### src/core/sto_monitor_pkg.sv
// Constants for the safe torque off monitor.
// Assumes a 100 MHz system clock.
package sto_monitor_pkg;
   localparam int CLK_HZ = 100_000_000;
   localparam int TRIG_DELAY_MS = 10;
   localparam int IND_STO_DELAY_MS = 100;
   localparam int IND_DISC_DELAY_MS = 280;
   // Input filter: 1 ms of stable level, well inside the 10 ms cut-off budget
   localparam int FILTER_US = 1000;
   localparam int FILTER_CYCLES = (FILTER_US * (CLK_HZ / 1_000_000));
   // Discrepancy must persist this long before it is declared
   localparam int DISC_CONFIRM_US = 5000;
   localparam int DISC_CYCLES = (DISC_CONFIRM_US * (CLK_HZ / 1_000_000));
   localparam logic [7:0] CODE_NONE = 8'h00;
   localparam logic [7:0] CODE_STO = 8'h28;
   localparam logic [7:0] CODE_CH_A = 8'h29;
   localparam logic [7:0] CODE_CH_B = 8'h2A;
   localparam logic [7:0] CODE_DUAL = 8'h2B;
   localparam int GATE_WIDTH = 6;
   localparam int CNT_WIDTH = 20;
endpackage : sto_monitor_pkg

### src/core/safe_torque_off_monitor.sv
// Safe torque off monitor: two redundant contact inputs gate the power-stage drive,
// and the fault code and flags tell the controller why the drive was cut.
// Assumes contacts arrive asynchronously and without a defined phase to sys_clk;
// gate requests, start and fault reset come from the motor controller on sys_clk.
// Contact closed reads as 1, so a broken wire reads as open.
//
// Overview of operation
// - Both channels open triggers safe torque off, stops the drive and reports code 40.
// - Both channels closed leaves the drive free to run normally.
// - While running, one channel open and the other closed reports code 41, 42 or 43 by channel.
// - Safe torque off forces every power-stage drive signal inactive.
// - Any trigger cuts drive output within less than 10 ms.
// - A discrepancy fault that arises while running is indicated within less than 280 ms.
// - The dual-open condition is indicated within less than 100 ms.
// - Activation while running reports the fault and coasts; a start while active is refused.
`timescale 1ns/1ns
`default_nettype none
module safe_torque_off_monitor #(
   parameter int FILTER_CYCLES = sto_monitor_pkg::FILTER_CYCLES,
   parameter int DISC_CYCLES = sto_monitor_pkg::DISC_CYCLES
) (
   input wire logic sys_clk, // 100 MHz clock
   input wire logic rst, // Async reset, active high
   input wire logic safetyChannelA, // Contact A, 1 = closed
   input wire logic safetyChannelB, // Contact B, 1 = closed
   input wire logic startCmd, // Run request level
   input wire logic faultReset, // Restart / fault reset pulse
   input wire logic [sto_monitor_pkg::GATE_WIDTH-1:0] gateReq, // Gate drive requests
   output logic [sto_monitor_pkg::GATE_WIDTH-1:0] gateDrive, // Gate drive to power stage
   output logic driveEnable, // Drive output permitted
   output logic stoActive, // Safe torque off indication
   output logic channelAFault, // Channel A exception
   output logic channelBFault, // Channel B exception
   output logic dualChannelFault, // Both channels exception
   output logic [7:0] faultCode // Latched fault code
);
   localparam int CW = sto_monitor_pkg::CNT_WIDTH;

   typedef enum logic [1:0] {RUN_OK, TRIPPED, WAIT_RESET} mode_e;

   typedef struct packed {
      // Two-stage pin synchronisers
      logic [1:0] syncA;
      logic [1:0] syncB;
      // Debounced levels and their timers
      logic fltA;
      logic fltB;
      logic [CW-1:0] cntA;
      logic [CW-1:0] cntB;
      // Mismatch window: age and which channel opened
      logic [CW-1:0] discCnt;
      logic seenA;
      logic seenB;
      // Control and registered outputs
      mode_e mode;
      logic [sto_monitor_pkg::GATE_WIDTH-1:0] gate;
      logic en;
      logic sto;
      logic fA;
      logic fB;
      logic fD;
      logic [7:0] code;
   } state_s;
   state_s s_q, s_d;

   // Safe default: come out of reset tripped, with both channels taken as open
   localparam state_s RESET_STATE = '{
      syncA: 2'h0,
      syncB: 2'h0,
      fltA: 1'b0,
      fltB: 1'b0,
      cntA: '0,
      cntB: '0,
      discCnt: '0,
      seenA: 1'b0,
      seenB: 1'b0,
      mode: TRIPPED,
      gate: '0,
      en: 1'b0,
      sto: 1'b1,
      fA: 1'b0,
      fB: 1'b0,
      fD: 1'b0,
      code: sto_monitor_pkg::CODE_STO
   };

   function automatic logic [CW-1:0] bump(input logic [CW-1:0] c);
      bump = c + CW'(1);
   endfunction : bump

   // Filtered pair as the trip logic sees it
   function automatic logic both_closed(input state_s s);
      both_closed = s.fltA && s.fltB;
   endfunction : both_closed

   function automatic logic both_open(input state_s s);
      both_open = !s.fltA && !s.fltB;
   endfunction : both_open

   always_comb begin
      s_d = s_q;
      s_d.syncA = {s_q.syncA[0], safetyChannelA};
      s_d.syncB = {s_q.syncB[0], safetyChannelB};

      // Debounce each channel; a changed level must hold for the filter time
      if (s_q.syncA[1] == s_q.fltA) begin
         s_d.cntA = '0;
      end else if (s_q.cntA >= CW'(FILTER_CYCLES - 1)) begin
         s_d.fltA = s_q.syncA[1];
         s_d.cntA = '0;
      end else begin
         s_d.cntA = bump(s_q.cntA);
      end
      if (s_q.syncB[1] == s_q.fltB) begin
         s_d.cntB = '0;
      end else if (s_q.cntB >= CW'(FILTER_CYCLES - 1)) begin
         s_d.fltB = s_q.syncB[1];
         s_d.cntB = '0;
      end else begin
         s_d.cntB = bump(s_q.cntB);
      end

      // Remember which channel dropped during a mismatch window
      // The age saturates, so a long mismatch stays confirmed while tripped
      if (s_q.fltA == s_q.fltB) begin
         s_d.discCnt = '0;
         s_d.seenA = 1'b0;
         s_d.seenB = 1'b0;
      end else begin
         if (s_q.discCnt < CW'(DISC_CYCLES)) begin
            s_d.discCnt = bump(s_q.discCnt);
         end
         if (!s_q.fltA) begin
            s_d.seenA = 1'b1;
         end
         if (!s_q.fltB) begin
            s_d.seenB = 1'b1;
         end
      end

      case (s_q.mode)
         RUN_OK: begin
            if (both_open(s_q)) begin
               s_d.mode = TRIPPED;
               s_d.sto = 1'b1;
               s_d.code = sto_monitor_pkg::CODE_STO;
            end else if (s_q.fltA != s_q.fltB) begin
               // Drive is cut at once; the fault is named after confirmation
               s_d.en = 1'b0;
               if (s_q.discCnt >= CW'(DISC_CYCLES)) begin
                  s_d.mode = TRIPPED;
                  if (s_q.seenA && s_q.seenB) begin
                     s_d.fD = 1'b1;
                     s_d.code = sto_monitor_pkg::CODE_DUAL;
                  end else if (!s_q.fltA) begin
                     s_d.fA = 1'b1;
                     s_d.code = sto_monitor_pkg::CODE_CH_A;
                  end else begin
                     s_d.fB = 1'b1;
                     s_d.code = sto_monitor_pkg::CODE_CH_B;
                  end
               end
            end else begin
               // Enable returns only here; gates follow in the same cycle
               s_d.en = 1'b1;
            end
         end
         TRIPPED: begin
            // Start requests are ignored; motor coasts with gates off
            if (both_closed(s_q)) begin
               s_d.mode = WAIT_RESET;
            end else if (both_open(s_q)) begin
               // Both open outranks a latched discrepancy, so STO is shown
               s_d.sto = 1'b1;
               s_d.code = sto_monitor_pkg::CODE_STO;
            end
         end
         WAIT_RESET: begin
            // A channel that opens again re-arms the trip
            if (!both_closed(s_q)) begin
               s_d.mode = TRIPPED;
            end else if (faultReset && !startCmd) begin
               // Reset with run held would restart unexpectedly; demand start released
               s_d.mode = RUN_OK;
               s_d.sto = 1'b0;
               s_d.fA = 1'b0;
               s_d.fB = 1'b0;
               s_d.fD = 1'b0;
               s_d.code = sto_monitor_pkg::CODE_NONE;
            end
         end
         default: begin
            // Unreachable code; fail safe
            s_d.mode = TRIPPED;
         end
      endcase

      if (s_d.mode != RUN_OK) begin
         s_d.en = 1'b0;
      end

      // Gates follow requests only while enabled and both channels closed
      s_d.gate = (s_d.en && both_closed(s_q)) ? gateReq : '0;
   end

   always_ff @(posedge sys_clk or posedge rst) begin
      if (rst) begin
         s_q <= RESET_STATE;
      end else begin
         s_q <= s_d;
      end
   end

   // Outputs come straight from the state register
   assign gateDrive = s_q.gate;
   assign driveEnable = s_q.en;
   assign stoActive = s_q.sto;
   assign channelAFault = s_q.fA;
   assign channelBFault = s_q.fB;
   assign dualChannelFault = s_q.fD;
   assign faultCode = s_q.code;
endmodule : safe_torque_off_monitor
`default_nettype wire

### config.mk
export PLATFORM = sky130hd
export DESIGN_NAME = safe_torque_off_monitor
export DESIGN_NICKNAME = d
export VERILOG_FILES = /design/src/core/sto_monitor_pkg.sv /design/src/core/safe_torque_off_monitor.sv
export SDC_FILE = /design/constraint.sdc
export NUM_CORES = 1
export LEC_CHECK = 0
export ABC_CLOCK_PERIOD_IN_PS = 4250
export BUFFER_PORTS_ARGS = -buffer_cell sky130_fd_sc_hd__buf_2
export CELL_PAD_IN_SITES_DETAIL_PLACEMENT = 1
export CELL_PAD_IN_SITES_GLOBAL_PLACEMENT = 1
export CORE_ASPECT_RATIO = 1.25
export CORE_MARGIN = 2
export CORE_UTILIZATION = 51
export CTS_CLUSTER_DIAMETER = 60
export DETAILED_ROUTE_END_ITERATION = 8
export GPL_TIMING_DRIVEN = 1
export PLACE_DENSITY = 0.93
export SKIP_LAST_GASP = 1
export SLEW_MARGIN = 30
export SYNTH_ARGS = -nofsm -noshare
export SYNTH_HDL_FRONTEND = slang
export SYNTH_SLANG_ARGS = --single-unit
export TNS_END_PERCENT = 1
### constraint.sdc
create_clock -name sys_clk -period 4.25 [get_ports sys_clk]
set_input_delay 0.425 -clock sys_clk [delete_from_list [all_inputs] [get_ports sys_clk]]
set_output_delay 0.425 -clock sys_clk [all_outputs]
set_load 0.01 [all_outputs]
### Yosys cells after proc, flatten, opt, wreduce, memory -nomap -nowiden

Index checks and enable logic that the tools add are counted.
Widths: inputs -> output; s select.

| operators by class | value |
|---|---|
| $add $sub $neg | 3 |
| $lt $le $gt $ge | 4 |
| equality and inequality tests | 21 |
| mux-type cells | 38 |
| bitwise operators | 2 |
| reductions and logical operators | 20 |

Operators by type and width:

| kind | count |
|---|---|
| $mux 20 | 5 |
| $add 20x1->20 const B | 3 |
| $ge 20x17->1 const B | 2 |
| $mux 12 | 2 |
| $mux 8 | 3 |
| $pmux 8 s3 | 1 |
| $mux 11 | 2 |
| $mux 22 | 1 |
| $ne 2x2->1 const B | 11 |
| $ge 20x19->1 const B | 1 |
| $lt 20x19->1 const B | 1 |
| $mux 2 | 9 |
| $reduce_and 8->1 | 2 |
| $reduce_and 7->1 | 2 |
| $mux 1 | 10 |
| $mux 6 | 1 |
| $ne 3x3->1 const B | 2 |
| $pmux 2 s3 | 1 |
| $pmux 3 s2 | 1 |
| $reduce_bool 2->1 | 3 |
| $logic_and 1x1->1 | 5 |
| $ne 2x1->1 const B | 2 |
| $reduce_and 2->1 | 2 |
| $reduce_and 4->1 | 1 |
| other kinds (10) | 15 |

| word-level totals | value |
|---|---|
| bits in registers | 89 |
| bits of input ports | 12 |
| output and inout port bits | 19 |
| logic and storage cells | 105 |

### Logic depth before layout (Yosys ltp)

| depth | value |
|---|---|
| depth in word-level cells | 9 |
| depth in mapped cells | 8 |
| depth with buffers taken out | 6 |

### Worst setup path after synthesis

No wires, ideal clock.

| path | value |
|---|---|
| path type | reg-to-reg |
| start point | register s_q[63] (netlist bit) |
| end point | register s_q[79] (netlist bit) |
| library setup time | 0.072 ns |
| arrival | 2.057 ns |
| data required time | 4.178 ns |
| setup slack | 2.122 ns |
| stages on the path, launching flop included | 9 |
| buffers on the path | 3 |
| clock period less this slack | 2.128 ns |
| path through | dfrtp_1 ha_1 and4_1 clkbuf_1 or4_1 a211o_1 clkbuf_1 buf_2 nor2_1 |

RTL lines:

| element | RTL line | RTL |
|---|---|---|
| start: declaration | safe_torque_off_monitor.sv:64 | `state_s s_q, s_d;` |
| start signal: assignment | safe_torque_off_monitor.sv:208 | `s_q <= RESET_STATE;` |
| start signal: assignment | safe_torque_off_monitor.sv:210 | `s_q <= s_d;` |

==> impl_metrics.toml <==
[sta]
fin_hold_ws_ns = 0.0805
worst_pin_slew_ns = 0.686
fin_skew_ns = 0.0180
hold_viol = 0
relSlewSlack_pct = 54.1
tns_ns = 0
fin_crit_sh_pct = 60.8
fin_crit_ns = 2.58
slew_viol_final = 0
grt_setup_unrepaired = "false"
finalSetupViolCount = 0
max_freq_mhz = 387

[setup_path]
worst_setup_path_start_kind = "flip-flop"
arrival_ns = 2.81
path_class = "reg -> reg"
critPathRequiredTime_ns = 4.48
worstSetupEndpointType = "flip-flop"
crit_path_max_fanout = 34

[global_routing]
antenna_found_initial = 0
grt_pass1_vias = 3943
grt_usage_pct = 25.4
grt-ovfl-total = 0
grt_max_degree = 58
grt_pass1_wl_mm = 19.1

[logic_synthesis]
ys_ff_latch = 84
yosys-top-cells-count = "dfrtp_1, nand2_1, nor2_1, nand3_1"
synthArstFlopShare_pct = 100
synth_top_area_cell = "dfrtp_1"
synth_edf_count = 0
synth_cell_types = 55
synth_top_area_share_pct = 44.2
yosysWarnings = 0
syn_area_sq_um = 4590
yosysMostFrequentCell = "dfrtp_1"
syn_avg_cell_area_sq_um = 9.74
synth_seq_area_share_pct = 45.9
synthCells = 471
synth_ff_type = "dfrtp_1"
ys_top_cells_by_area = "dfrtp_1, nand2_1, ha_1"

[pwr]
p_seq_share_pct = 44.3
p_sw_mw = 0.692
clock_power_share_pct = 31.0
swShare_pct = 33.3
p_int_mw = 1.38
comb_power_share_pct = 24.7
p_leak_nw = 2.05
total_power_mw = 2.08
irDropWorstVdd_uv = 237
power_density_nw_per_um2 = 419

[clock_tree]
root_buffer = "clkbuf_8"
cts_buffer_depth = 2
clock_latency_ns = 0.38
htreeDepth = 3
cts_setup_buffers = 0
cts_num_sinks = 84
cts_hold_buffers = 0
cts_resized = 0
cts_made_buffers = 9
clk_pin_slew_worst_paths_ns = 0.09
cts_tree = "yes"

[placement]
gp_congestion = 0.859
port_buffers = 26
hpwl_mm = 7.73

[floorplan]
die_area_sq_um = 9770
coreArea_sq_um = 8700
die_y_um = 110
pin_count = 31
start_util_pct = 52.7
dieWidth_um = 88.8
rows = 38

[layout]
area.growth.synth_to_final_pct = 7.97
drive_gt1_share_pct = 13.7
multi_input_area_sq_um = 2260
diodes = 0
fill_cells = 1005
ff_latch_area_sq_um = 2110
nNetsFinal = 510

[drt]
drt.antenna.violating_nets = 0
drt_iter0_markers = 181
drc = 0
avgRoutedWirePerCell_um = 18.9
vias = 3674
via_per_inst = 6.02
dr.pass1.iters = 4
drt_wl_total_mm = 11.5

[status]
status = "complete, no violations"

[run]
cap_violations = 0

[min_path]
hold_class = "in -> async"
==> state kept, by name, summed over array words and instances, names as in the netlist <==
signal / cells
s_q: 68
channelBFault: 1
gateDrive: 6
driveEnable: 1
faultCode: 3
dualChannelFault: 1
s_d: 2
stoActive: 1
channelAFault: 1
==> kinds of logic (layout without fill, tap and decap cells) <==
| logic type | count (synthesis) | in the layout | share of synthesized area (%) |
|---|---|---|---|
| flops | 84 | 84 | 45.9 |
| simple gates | 213 | 213 | 26.0 |
| mux | 15 | 15 | 3.33 |
| other cells | 1 | 10 | 0.0818 |
| compound gates | 69 | 69 | 10.7 |
| buf+inv | 50 | 60 | 5.43 |
| xor+xnor | 26 | 26 | 4.97 |
| fa+ha+maj | 13 | 13 | 3.55 |
==> metal layers <==
metal | track usage [%] | vias to the layer above | part of all wire (%)
li1 | - | 1702 | -
met1 | 30.2 | 1889 | 41
met2 | 44.2 | 53 | 54
met3 | 3.87 | 30 | 2.1
met4 | 12.6 | 0 | 3.0
met5 | 0 | - | 0
==> through the flow <==
step | instance area (sq um) | cells | util (%) | worst slack (ns)
4_1_cts | 4950 | 610 | 56.9 | 1.68
3_3_place_gp | 4730 | 594 | 54.4 | 1.92
2_1_floorplan | 4620 | 480 | - | 1.66
6_report | 4950 | 610 | 56.9 | 1.67
3_5_place_dp | 4730 | 594 | 54.4 | 1.71
5_1_grt | 4950 | 610 | 56.9 | 1.49
==> worst max-delay path, cell delays in order, from the launching register on <==
cell     delay (ns)
dfrtp_1        0.54
inv_1          0.13
ha_1           0.29
buf_4          0.31
inv_1          0.28
nor4b_2        0.71
nor4_1         0.16
==> cell type report <==
cell class	instances	area share, %
timing repair buffer	29	3.08
clock inverter	5	1.72
sequential	84	42.5
inverter	15	1.24
clock buffer	11	2.65
multi-input combinational	346	45.7
tap	120	3.03
==> power by group through the flow <==
stage,clock network (mW),logic (mW),registers (mW)
3_5_place_dp,0,0.504,0.932
3_3_place_gp,0,0.459,0.924
4_1_cts,0.652,0.512,0.917
5_1_grt,0.677,0.566,0.926
2_1_floorplan,0,0.387,0.920
6_report,0.644,0.513,0.919
==> final timing paths <==
kind	end	cells after the start	from	slack, ns
setup / recovery	gateDrive[2]$_DFF_PP0_	6	s_q[84]$_DFFE_PP0P_	1.67
hold / removal	s_q[47]$_DFF_PP0_	2	rst	0.08
setup reg to reg	gateDrive[2]$_DFF_PP0_	6	s_q[84]$_DFFE_PP0P_	1.67
hold reg to reg	s_q[86]$_DFF_PP0_	0	s_d[86]$_DFF_PP0_	0.36
max in group asynchronous	faultCode[3]$_DFFE_PP1P_	3	rst	3.35
min in group sys_clk	s_d[86]$_DFF_PP0_	1	safetyChannelB	0.15
==> placed cells by master, fill, tap and decap left out, types with 4 or more instances in the layout <==
master,netlist,final
and4_1,8,8
nand2b_1,13,13
nand4_1,15,15
buf_2,1,26
nor4_1,18,18
xor2_1,15,15
nor3_1,11,11
and3_1,9,9
o21ai_0,16,16
conb_1,1,10
clkbuf_8,0,9
or4_1,6,6
nor2_1,41,41
inv_1,15,14
nand3_1,19,19
o31ai_1,6,6
a21oi_1,17,17
ha_1,13,13
and2_1,5,5
xnor2_1,11,11
o31a_1,4,4
nor4_2,8,8
mux2i_1,13,13
dfrtp_1,81,81
nand2_1,47,47
Power figures use the tool's default switching activity.
